**src/hw/dxcr_pkg.sv**
```systemverilog
// constants and carriers of the display extended control register bank
// assumes one 125 MHz clock and host access through the crt index/data port pair
package dxcr_pkg;

  // ==========================================================================
  // index decode
  localparam logic [1:0] EXT_BANK = 2'h2;
  localparam logic [7:0] IDX_INTERLACE_CONTROL = 8'h97;
  localparam logic [7:0] IDX_EQUALIZATION_START_LOW = 8'h9A;
  localparam logic [7:0] IDX_EQUALIZATION_END = 8'h9B;
  localparam logic [7:0] IDX_HALF_LINE_LOCATION = 8'h9C;
  localparam logic [7:0] IDX_MEMORY_TIMING_A = 8'h9D;
  localparam logic [7:0] IDX_MEMORY_TIMING_B = 8'h9E;
  localparam logic [7:0] IDX_VIDEO_FIFO_CONTROL = 8'hA0;
  localparam logic [7:0] IDX_PIXEL_PLL_MULTIPLIER = 8'hA1;
  localparam logic [7:0] IDX_PIXEL_PLL_DIVIDERS = 8'hA2;
  localparam logic [7:0] IDX_INTERFACE_CONTROL = 8'hA3;

  // ==========================================================================
  // field positions
  localparam int ICTL_EQ_HI_LSB = 6;
  localparam int ICTL_COMPOSITE_SYNC_ENABLE = 5;
  localparam int TA_CAS_PRECHARGE = 7;
  localparam int TA_CAS_WIDTH_LSB = 5;
  localparam int TA_HSYNC_LSB = 0;
  localparam int TB_IRQ_ENABLE = 6;
  localparam int TB_BURST = 5;
  localparam int TB_MUX_TO_COLUMN = 4;
  localparam int TB_ROW_TO_MUX = 3;
  localparam int TB_RAS_SETUP = 2;
  localparam int TB_RAS_PRECHARGE_LSB = 0;
  localparam int FC_RESET = 5;
  localparam int FC_ENABLE = 4;
  localparam int FC_DEPTH_LSB = 0;
  localparam int PM_M_LSB = 1;
  localparam int PM_DOT_SELECT = 0;
  localparam int PD_L_LSB = 4;
  localparam int PD_N_LSB = 0;
  localparam int IC_PARALLEL_LOAD = 5;
  localparam int IC_VSYNC_STROBE = 4;
  localparam int IC_WRAP_CLEAR_N = 3;
  localparam int IC_WRAP_FLAG = 2;

  // ==========================================================================
  // writable bits, reserved bits read as zero
  localparam logic [7:0] MASK_INTERLACE = 8'hF3;
  localparam logic [7:0] MASK_TIMING_B = 8'h7F;
  localparam logic [7:0] MASK_FIFO = 8'h3F;
  localparam logic [7:0] MASK_PLL_M = 8'h7F;
  localparam logic [7:0] MASK_PLL_D = 8'h3F;
  localparam logic [7:0] MASK_IFC = 8'h3B;

  // ==========================================================================
  // values after reset
  localparam logic [7:0] RST_ZERO = 8'h00;
  localparam logic [7:0] RST_FIFO = 8'h18;
  localparam logic [7:0] RST_IFC = 8'h08;
  localparam logic [5:0] PCI_M_TERM = 6'h2A;
  localparam logic [3:0] PCI_N_TERM = 4'h6;

  // ==========================================================================
  // carriers
  typedef struct packed {
    logic wr;
    logic rd;
    logic data_sel;
    logic [7:0] wdata;
  } dxcr_host_req_t;

  typedef struct packed {
    logic enable;
    logic [9:0] eq_start;
    logic [7:0] eq_end;
    logic [7:0] half_line;
    logic [6:0] hsync_width;
  } dxcr_csync_t;

  typedef struct packed {
    logic [1:0] cas_precharge;
    logic [1:0] cas_width;
    logic [1:0] mux_to_column_delay;
    logic [1:0] row_to_mux_delay;
    logic [1:0] ras_setup;
    logic [2:0] ras_precharge;
    logic burst_enable;
  } dxcr_mem_timing_t;

  typedef struct packed {
    logic hold_reset;
    logic read_count_enable;
    logic [3:0] depth;
  } dxcr_fifo_ctl_t;

  typedef struct packed {
    logic use_lmn;
    logic [5:0] m_term;
    logic [3:0] n_term;
    logic [1:0] l_code;
    logic [3:0] l_divisor;
  } dxcr_pll_t;

  typedef struct packed {
    logic [7:0] index;
    logic [7:0] interlace_control;
    logic [7:0] equalization_start_low;
    logic [7:0] equalization_end;
    logic [7:0] half_line_location;
    logic [7:0] memory_timing_a;
    logic [7:0] memory_timing_b;
    logic [7:0] video_fifo_control;
    logic [7:0] pixel_pll_multiplier;
    logic [7:0] pixel_pll_dividers;
    logic [7:0] interface_control;
    logic fifo_wrapped_flag;
    logic [7:0] rdata;
    logic rvalid;
    logic irq;
    dxcr_csync_t csync;
    dxcr_mem_timing_t timing;
    dxcr_fifo_ctl_t fifo;
    dxcr_pll_t pll;
  } dxcr_state_t;

endpackage : dxcr_pkg

```
**src/hw/dxcr_regs.sv**
```systemverilog
// extended display control register bank behind the crt index/data pair
// assumes host strobes synchronous to clk, one strobe per cycle at most
`timescale 1ns/1ns

// What this block does
// RL1: ten-bit equalization start from two registers
// RL2: equalization end applied only with composite sync
// RL3: half-line location applied only with composite sync
// RL4: column-strobe precharge one or two clocks
// RL5: column-strobe width one, two or three
// RL6: hsync width 1 to 64 characters
// RL7: vertical sync interrupt gated by enable
// RL8: burst mode enable bit
// RL9: mux and row delays one or two
// RL10: row-strobe setup one or two clocks
// RL11: row-strobe precharge three, four, five, five
// RL12: fifo held in reset while set
// RL13: cleared bit stops fifo read counter
// RL14: one-hot fifo depth 1, 2, 4, 8
// RL15: multiplier term in bits 6:1
// RL16: pci reset plus gp interrupt loads 42/6
// RL17: bit 0 picks legacy or lmn clock
// RL18: pci reset forces dot select inverse gp
// RL19: output divider 1, 2, 4 or 8
// RL20: divisor term in bits 3:0
// RL21: software keeps pixel clock 8 to 135 MHz
// RL22: wrap flag readable, writes ignored
// RL23: writing zero clears wrap flag
// RL24: strobe bits drive pins directly
// RL25: software selects bank with index bits 10
// RL26: wrap flag sticky until cleared
module dxcr_regs (
  input wire logic clk,
  input wire logic rst_n,
  input wire logic general_purpose_interrupt_in_n,
  input wire dxcr_pkg::dxcr_host_req_t host_req,
  input wire logic vsync_pulse,
  input wire logic fifo_wrap_pulse,
  output logic [7:0] host_rdata,
  output logic host_rvalid,
  output logic vsync_irq,
  output logic vertical_sync_strobe,
  output logic parallel_load_strobe,
  output dxcr_pkg::dxcr_csync_t csync,
  output dxcr_pkg::dxcr_mem_timing_t mem_timing,
  output dxcr_pkg::dxcr_fifo_ctl_t fifo_ctl,
  output dxcr_pkg::dxcr_pll_t pll
);
  import dxcr_pkg::*;

  // ==========================================================================
  // reset release
  logic [1:0] rst_pipe;
  logic rst_sync_n;

  always_ff @(posedge clk or negedge rst_n) begin
    if (!rst_n) begin
      rst_pipe <= 2'h0;
    end else begin
      rst_pipe <= {rst_pipe[0], 1'b1};
    end
  end

  assign rst_sync_n = rst_pipe[1];

  // ==========================================================================
  // decoders
  function automatic dxcr_csync_t decode_csync(input logic [7:0] ictl,
                                              input logic [7:0] eqs,
                                              input logic [7:0] eqe,
                                              input logic [7:0] hln,
                                              input logic [7:0] tima);
    dxcr_csync_t c;
    logic [4:0] code;
    c = '0;
    code = tima[TA_HSYNC_LSB +: 5];
    c.enable = ictl[ICTL_COMPOSITE_SYNC_ENABLE];
    if (ictl[ICTL_COMPOSITE_SYNC_ENABLE]) begin
      c.eq_start = {ictl[ICTL_EQ_HI_LSB +: 2], eqs}; // RL1
      c.eq_end = eqe; // RL2
      c.half_line = hln; // RL3
      if (code == 5'h00) begin
        c.hsync_width = 7'h01; // RL6
      end else begin
        c.hsync_width = {1'b0, code, 1'b0} + 7'h02; // RL6
      end
    end
    return c;
  endfunction : decode_csync

  function automatic dxcr_mem_timing_t decode_timing(input logic [7:0] tima,
                                                     input logic [7:0] timb);
    dxcr_mem_timing_t t;
    logic [1:0] w;
    logic [1:0] rp;
    t = '0;
    w = tima[TA_CAS_WIDTH_LSB +: 2];
    rp = timb[TB_RAS_PRECHARGE_LSB +: 2];
    t.cas_precharge = tima[TA_CAS_PRECHARGE] ? 2'h2 : 2'h1; // RL4
    case (w)
      2'h0: t.cas_width = 2'h1; // RL5
      2'h1: t.cas_width = 2'h2; // RL5
      default: t.cas_width = 2'h3; // RL5
    endcase
    t.mux_to_column_delay = timb[TB_MUX_TO_COLUMN] ? 2'h2 : 2'h1; // RL9
    t.row_to_mux_delay = timb[TB_ROW_TO_MUX] ? 2'h2 : 2'h1; // RL9
    t.ras_setup = timb[TB_RAS_SETUP] ? 2'h2 : 2'h1; // RL10
    case (rp)
      2'h0: t.ras_precharge = 3'h3; // RL11
      2'h1: t.ras_precharge = 3'h4; // RL11
      default: t.ras_precharge = 3'h5; // RL11
    endcase
    t.burst_enable = timb[TB_BURST]; // RL8
    return t;
  endfunction : decode_timing

  function automatic dxcr_fifo_ctl_t decode_fifo(input logic [7:0] fc);
    dxcr_fifo_ctl_t f;
    f = '0;
    f.hold_reset = fc[FC_RESET]; // RL12
    f.read_count_enable = fc[FC_ENABLE]; // RL13
    case (fc[FC_DEPTH_LSB +: 4])
      4'h1: f.depth = 4'h1; // RL14
      4'h2: f.depth = 4'h2; // RL14
      4'h4: f.depth = 4'h4; // RL14
      default: f.depth = 4'h8; // RL14
    endcase
    return f;
  endfunction : decode_fifo

  function automatic dxcr_pll_t decode_pll(input logic [7:0] pm, input logic [7:0] pd);
    dxcr_pll_t p;
    p = '0;
    p.use_lmn = pm[PM_DOT_SELECT]; // RL17
    p.m_term = pm[PM_M_LSB +: 6]; // RL15
    p.n_term = pd[PD_N_LSB +: 4]; // RL20
    p.l_code = pd[PD_L_LSB +: 2];
    case (pd[PD_L_LSB +: 2])
      2'h0: p.l_divisor = 4'h1; // RL19
      2'h1: p.l_divisor = 4'h2; // RL19
      2'h2: p.l_divisor = 4'h4; // RL19
      default: p.l_divisor = 4'h8; // RL19
    endcase
    return p;
  endfunction : decode_pll

  // ==========================================================================
  // state
  dxcr_state_t st;
  dxcr_state_t next_st;
  logic ext_sel;
  logic [7:0] read_value;

  assign ext_sel = (st.index[7:6] == EXT_BANK); // RL25

  // readback of the indexed register
  always_comb begin
    read_value = 8'h00;
    if (ext_sel) begin
      case (st.index)
        IDX_INTERLACE_CONTROL: read_value = st.interlace_control;
        IDX_EQUALIZATION_START_LOW: read_value = st.equalization_start_low;
        IDX_EQUALIZATION_END: read_value = st.equalization_end;
        IDX_HALF_LINE_LOCATION: read_value = st.half_line_location;
        IDX_MEMORY_TIMING_A: read_value = st.memory_timing_a;
        IDX_MEMORY_TIMING_B: read_value = st.memory_timing_b;
        IDX_VIDEO_FIFO_CONTROL: read_value = st.video_fifo_control;
        IDX_PIXEL_PLL_MULTIPLIER: read_value = st.pixel_pll_multiplier;
        IDX_PIXEL_PLL_DIVIDERS: read_value = st.pixel_pll_dividers;
        IDX_INTERFACE_CONTROL: begin
          read_value = st.interface_control;
          read_value[IC_WRAP_FLAG] = st.fifo_wrapped_flag; // RL22
        end
        default: read_value = 8'h00;
      endcase
    end
  end

  always_comb begin
    next_st = st;
    next_st.rvalid = 1'b0;
    next_st.irq = 1'b0;
    if (!rst_sync_n) begin
      next_st.index = RST_ZERO;
      next_st.interlace_control = RST_ZERO;
      next_st.equalization_start_low = RST_ZERO;
      next_st.equalization_end = RST_ZERO;
      next_st.half_line_location = RST_ZERO;
      next_st.memory_timing_a = RST_ZERO;
      next_st.memory_timing_b = RST_ZERO;
      next_st.video_fifo_control = RST_FIFO;
      next_st.interface_control = RST_IFC;
      next_st.fifo_wrapped_flag = 1'b0;
      next_st.rdata = RST_ZERO;
      next_st.pixel_pll_multiplier = RST_ZERO;
      next_st.pixel_pll_dividers = RST_ZERO;
      if (!general_purpose_interrupt_in_n) begin
        next_st.pixel_pll_multiplier[PM_M_LSB +: 6] = PCI_M_TERM; // RL16
        next_st.pixel_pll_dividers[PD_N_LSB +: 4] = PCI_N_TERM; // RL16
      end
      next_st.pixel_pll_multiplier[PM_DOT_SELECT] = ~general_purpose_interrupt_in_n; // RL18
    end else begin
      // index and data port writes
      if (host_req.wr && !host_req.data_sel) begin
        next_st.index = host_req.wdata;
      end
      if (host_req.wr && host_req.data_sel && ext_sel) begin
        case (st.index)
          IDX_INTERLACE_CONTROL: begin
            next_st.interlace_control = host_req.wdata & MASK_INTERLACE;
          end
          IDX_EQUALIZATION_START_LOW: next_st.equalization_start_low = host_req.wdata;
          IDX_EQUALIZATION_END: next_st.equalization_end = host_req.wdata;
          IDX_HALF_LINE_LOCATION: next_st.half_line_location = host_req.wdata;
          IDX_MEMORY_TIMING_A: next_st.memory_timing_a = host_req.wdata;
          IDX_MEMORY_TIMING_B: next_st.memory_timing_b = host_req.wdata & MASK_TIMING_B;
          IDX_VIDEO_FIFO_CONTROL: next_st.video_fifo_control = host_req.wdata & MASK_FIFO;
          IDX_PIXEL_PLL_MULTIPLIER: begin
            next_st.pixel_pll_multiplier = host_req.wdata & MASK_PLL_M; // RL15
          end
          IDX_PIXEL_PLL_DIVIDERS: begin
            next_st.pixel_pll_dividers = host_req.wdata & MASK_PLL_D; // RL20
          end
          IDX_INTERFACE_CONTROL: next_st.interface_control = host_req.wdata & MASK_IFC; // RL22
          default: next_st.index = st.index;
        endcase
      end
      // reads answer one cycle later
      if (host_req.rd) begin
        next_st.rvalid = 1'b1;
        next_st.rdata = host_req.data_sel ? read_value : st.index;
      end
      // sticky wrap flag, a new wrap beats the clear
      if (fifo_wrap_pulse) begin
        next_st.fifo_wrapped_flag = 1'b1; // RL26
      end else if (!st.interface_control[IC_WRAP_CLEAR_N]) begin
        next_st.fifo_wrapped_flag = 1'b0; // RL23
      end
      next_st.irq = vsync_pulse && st.memory_timing_b[TB_IRQ_ENABLE]; // RL7
    end
    // registered decodes follow the register values
    next_st.csync = decode_csync(next_st.interlace_control, next_st.equalization_start_low,
                                 next_st.equalization_end, next_st.half_line_location,
                                 next_st.memory_timing_a);
    next_st.timing = decode_timing(next_st.memory_timing_a, next_st.memory_timing_b);
    next_st.fifo = decode_fifo(next_st.video_fifo_control);
    next_st.pll = decode_pll(next_st.pixel_pll_multiplier, next_st.pixel_pll_dividers);
  end

  always_ff @(posedge clk) begin
    st <= next_st;
  end

  // ==========================================================================
  // outputs
  assign host_rdata = st.rdata;
  assign host_rvalid = st.rvalid;
  assign vsync_irq = st.irq;
  assign vertical_sync_strobe = st.interface_control[IC_VSYNC_STROBE]; // RL24
  assign parallel_load_strobe = st.interface_control[IC_PARALLEL_LOAD]; // RL24
  assign csync = st.csync;
  assign mem_timing = st.timing;
  assign fifo_ctl = st.fifo;
  assign pll = st.pll;

endmodule : dxcr_regs

```
**config.mk**
```make
export PLATFORM = sky130hd
export DESIGN_NAME = dxcr_regs
export DESIGN_NICKNAME = d
export VERILOG_FILES = /design/src/hw/dxcr_pkg.sv /design/src/hw/dxcr_regs.sv
export SDC_FILE = /design/constraint.sdc
export NUM_CORES = 1
export LEC_CHECK = 0
export ABC_AREA = 1
export CAP_MARGIN = 20
export CORE_MARGIN = 8
export CORE_UTILIZATION = 57
export CTS_CLUSTER_SIZE = 40
export DETAILED_ROUTE_END_ITERATION = 6
export DONT_BUFFER_PORTS = 1
export PLACE_DENSITY = 0.75
export SETUP_SLACK_MARGIN = 0.02
export SLEW_MARGIN = 20
export SYNTH_ARGS = -nofsm -noshare
export SYNTH_HDL_FRONTEND = slang
export SYNTH_SLANG_ARGS = --single-unit
```
**constraint.sdc**
```tcl
create_clock -name clk -period 1.85 [get_ports clk]
set_input_delay 0.185 -clock clk [delete_from_list [all_inputs] [get_ports clk]]
set_output_delay 0.185 -clock clk [all_outputs]
set_load 0.02 [all_outputs]
```
## Word level (Yosys, flattened, before mapping)

Index checks and enable logic that the tools add are counted.

- Register bits after elaboration: 161
- Bits in latches: 0
- RAM bits: 0
- Memory bits (read-only): 0
- Bits of input ports: 16
- Output and inout bits: 83
- Word-level logic and storage cells: 107
- Memories: 0

- Add/subtract/negate cells: 1
- $mul: 0
- Div/mod/pow operators: 0
- $lt $le $gt $ge: 0
- Eq/ne operators: 20
- Shift operators: 0
- Multiplexer cells: 31
- Bitwise operators: 2
- Reductions and logical operators: 14

Operators by type and width:

| operator | number |
|---|---|
| 89-bit 2-to-1 mux | 1 |
| 88-bit 2-to-1 mux | 1 |
| 8-bit == test, second input constant | 10 |
| 8-bit one-hot mux with 10 select lines | 1 |
| 8-bit 2-to-1 mux | 9 |
| 6-bit 2-to-1 mux | 4 |
| 4-bit one-hot mux with 3 select lines | 2 |
| 7-bit 2-to-1 mux | 2 |
| 10-bit OR reduction | 1 |
| 9-bit 2-to-1 mux | 1 |
| 2-bit 2-to-1 mux | 4 |
| 6-bit by 2-bit adder with 7-bit output, second input constant | 1 |
| 2-bit by 1-bit == test with 1-bit output, second input constant | 3 |
| 2-bit logical NOT | 3 |
| 3-bit one-hot mux with 2 select lines | 1 |
| 2-bit AND reduction | 3 |
| 5-bit logical NOT | 1 |
| 2-bit == test, second input constant | 2 |
| 4-bit by 1-bit == test with 1-bit output, second input constant | 1 |
| 4-bit by 2-bit == test with 1-bit output, second input constant | 1 |
| 4-bit by 3-bit == test with 1-bit output, second input constant | 1 |
| 1-bit logical AND | 4 |
| 2-bit != test, second input constant | 2 |
| 2-bit one-hot mux with 2 select lines | 1 |
| 5 further kinds | 8 |

## Depth between registers and ports, before layout

- Depth after elaboration: 8
- Mapped depth: 15
- Gate-level depth less buffers: 14

## Worst setup path before layout

No wires, ideal clock.

- Kind: reg-to-reg
- From: register st[169] (netlist bit)
- To: register st, in the netlist csync[5]
- Setup time: 124 ps
- Data arrival time: 1709 ps
- Required time: 1726 ps
- Path slack: 18 ps
- Cell stages (with the launch flop): 15
- Path buffers: 0
- Cells stage by stage: dfxtp_1 -> inv_2 -> nor2_4 -> nand2_1 -> nor2_4 -> nand3_2 -> nand2_1 -> inv_1 -> nor2_1 -> ha_1 -> inv_1 -> nor2_1 -> nand2_1 -> nand2_1 -> a21oi_1

RTL lines:

| what | RTL line | source |
|---|---|---|
| from (decl) | dxcr_regs.sv:149 | `dxcr_state_t st;` |
| from (signal assigned) | dxcr_regs.sv:251 | `st <= next_st;` |

==> results.json <==
{
  "wl_per_cell_um": 18.4,
  "worst_pin_slew_ns": 0.509,
  "cpPeakStageDelay_ns": 0.37,
  "p_total_mw": 6.88,
  "drtIter0Drc": 546,
  "die_w_um": 125,
  "pwr-share-clk_pct": 49.8,
  "cts_num_sinks": 140,
  "track_usage_pct": 22.3,
  "failed_checks": "negative hold slack",
  "yosys_warnings": 0,
  "p_sw_mw": 1.49,
  "place_hpwl_um": 12200,
  "die_area_sq_mm": 0.0155,
  "crit_type": "register to register",
  "synth.avg_cell_area_sq_um": 8.06,
  "placed_area_sq_mm": 0.00648,
  "grt_remaining_overflow": 0,
  "required_ns": 2.16,
  "combPwrFrac_pct": 4.7,
  "clock_skew_ns": 0.0103,
  "worst-r2r-setup-slack_ns": 0.04,
  "cts_tree": "yes",
  "clk_latency_ns": 0.42,
  "clkTransAtPathRegs_ns": 0.06,
  "grt_pass1_vias": 4884,
  "cts_root_buf": "clkbuf_16",
  "via_per_inst": 5.44,
  "syn_area_sq_mm": 0.00672,
  "p_leak_nw": 3.13,
  "synth_edf_count": 6,
  "postRouteAntennaNets": 0,
  "io_pins": 99,
  "max_slew_margin_pct": 66.0,
  "ys_types": 41,
  "cp.arrival_ns": 2.12,
  "rsz0062_at_grt": "true",
  "reg2regPathDepth": 13,
  "path_common_cell": "nor2_4",
  "clockBufferDepth": 2,
  "antennaDiodeCount": 0,
  "critPathLaunchType": "register",
  "seq_power_share_pct": 45.5,
  "drc_errors": 0,
  "fp.dieH_um": 125,
  "synth_flop_cell": "dfxtp_1",
  "post-route-min-period_ns": 1.81,
  "htree_num_levels": 4,
  "max_freq_mhz": 552,
  "layout.nets": 825,
  "grt_pass1_wl_um": 27400,
  "synth-seq-cells": 140,
  "startpoint": "st[167]",
  "io_buffers": 0,
  "async_flop_share_pct": 1.43,
  "syn_inst": 833,
  "seq_area_frac_synth_pct": 42.8,
  "period_share_pct": 97.9,
  "worstReg2RegEnd": "csync[2]",
  "num_vias": 5243,
  "maxCapViolCount": 0,
  "area_delta_synth_final_pct": 11.8,
  "final_area_sq_mm": 0.00751,
  "drv_slew": 0,
  "vdd_drop_max_mv": 0.911,
  "syn_nets": 851,
  "worstPathMaxFanout": 5,
  "wirelength_um": 17700,
  "drtPass1Iterations": 5,
  "drive_gt1_share_pct": 22.1,
  "reg2reg_from": "st[167]",
  "p_int_mw": 5.38,
  "fp.coreArea_sq_mm": 0.0115,
  "power_density_mw_per_mm2": 916,
  "outcome": "finished, violations left",
  "antenna_found_initial": 0,
  "finalHoldViolations": 1,
  "cp_slowest_cell": "dfxtp_4",
  "grt_max_degree": 22,
  "holdWs_ns": -0.0252,
  "rows": 39,
  "crit_chain": "inv_4 > nand2_4 > nor2_4 > nand3_2 > nor2_4 > nand2_1 > nand2_2 > nor2_4 > inv_2 > ha_4 > nand2_4 > o21ai_4 > nor2_1",
  "endpoint_kind": "register",
  "hp-class": "primary input to register",
  "endpoint": "csync[2]",
  "finalSetupViolCount": 0,
  "start_util_pct": 58.6,
  "place_congestion": 0.913,
  "cts_buffers": 17,
  "switching_share_pct": 21.7
}
==> metrics by stage <==
stage          setup slack (ns)  TNS (ns)  instances  utilization [%]
2_1_floorplan            0.0227         0        833                -
4_1_cts                  0.0127         0        955             63.5
3_5_place_dp            -0.0626    -0.224        904             56.5
6_report                 0.0391         0        963             65.5
3_3_place_gp            -0.0728    -0.187        904             56.5
5_1_grt                 -0.0370    -0.201        963             65.5
==> flip-flops by register name (all words and copies together), names as in the netlist <==
register,cells
host_rvalid,1
host_rdata,8
mem_timing,9
st,67
vsync_irq,1
rst_pipe,2
csync,33
pll,13
vertical_sync_strobe,1
fifo_ctl,4
parallel_load_strobe,1
==> kinds of logic (layout without fill, tap and decap cells) <==
| group | count (synthesis) | after routing | synth area share, % |
|---|---|---|---|
| flops | 140 | 140 | 42.8 |
| fa+ha+maj | 2 | 2 | 0.372 |
| buf+inv | 238 | 225 | 18.6 |
| simple gates | 339 | 339 | 29.0 |
| compound gates | 113 | 113 | 9.20 |
| other cells | 1 | 1 | 0.0558 |
==> power by group through the flow <==
stage                     logic, mW  registers [mW]  clock network (mW)
after detailed placement      0.248            3.19                   0
after floorplan               0.221            3.16                   0
after global routing          0.348            3.13                3.60
final                         0.323            3.13                3.42
after global placement        0.246            3.19                   0
after CTS                     0.300            3.13                3.46
==> how the worst min path moves through the flow <==
stage                           start          end  cells after the start
after global placement          rst_n  rst_pipe[0]                      0
after global routing      host_req[1]      st[163]                      2
after CTS                 host_req[1]      st[115]                      2
after detailed placement        rst_n  rst_pipe[0]                      0
final                     host_req[1]      st[163]                      2
after floorplan                 rst_n  rst_pipe[0]                      0
==> Yosys cell counts, drive strengths merged, types with 4 or more instances <==
master	n	area share [%]
a21oi	43	3.4
buf	92	10
clkbuf	16	0.89
dfxtp	132	39
edfxtp	6	2.7
inv	127	7.1
nand2	123	7.4
nand3	50	4.6
nand3b	4	0.45
nand4	6	0.56
nor2	99	7.0
nor3	32	2.9
nor4	24	6.0
o211ai	4	0.52
o21ai	57	4.4
o22ai	6	0.56
==> routing by layer <==
metal	GRT usage, %	vias up	wire, um
met4	8.93	0	512
met2	35.5	207	8460
met1	27.8	2466	7400
met5	0	-	0
met3	6.47	42	1370
li1	-	2528	-
==> layout by cell type (no fill, tap or decap), types with 6 or more instances in the layout <==
cell           count
dfxtp_1          126
inv_1            111
nand2_1          108
nor2_1            80
o21ai_0           51
buf_4             42
a21oi_1           41
nand3_1           38
nor3_1            26
clkbuf_16         18
nor4_4            17
dlygate4sd3_1     15
nor2_4            14
inv_2             12
nand2_4           11
nand3_2            9
nand4_1            6
o22ai_1            6
edfxtp_1           6
==> critical path: cells and delay by family, from the launching register on <==
family	cells	cell delay, ns
and+or+nand+nor	9	0.81
DFF	1	0.37
AOI/OAI and AO/OA	1	0.23
adders and majority gates	1	0.14
buffers and inverters	2	0.12
==> area by class of cell <==
type / instances / area, sq um
fillers: 912 / 3960
flip-flops and latches: 140 / 2890
multi-input cells: 455 / 2770
repair buffers: 63 / 577
clock buffers: 26 / 520
inverters: 130 / 498
well taps: 143 / 179
clock inverters: 6 / 80.1
==> repair_timing <==
item,CTS,global route
gates resized for setup,7,50
pin swaps,4,22
hold endpoints to repair,61,4
setup endpoints to repair,31,65
cloned,0,0
setup buffers,5,7
hold buffers,14,1
(Power assumes the default switching activity.)
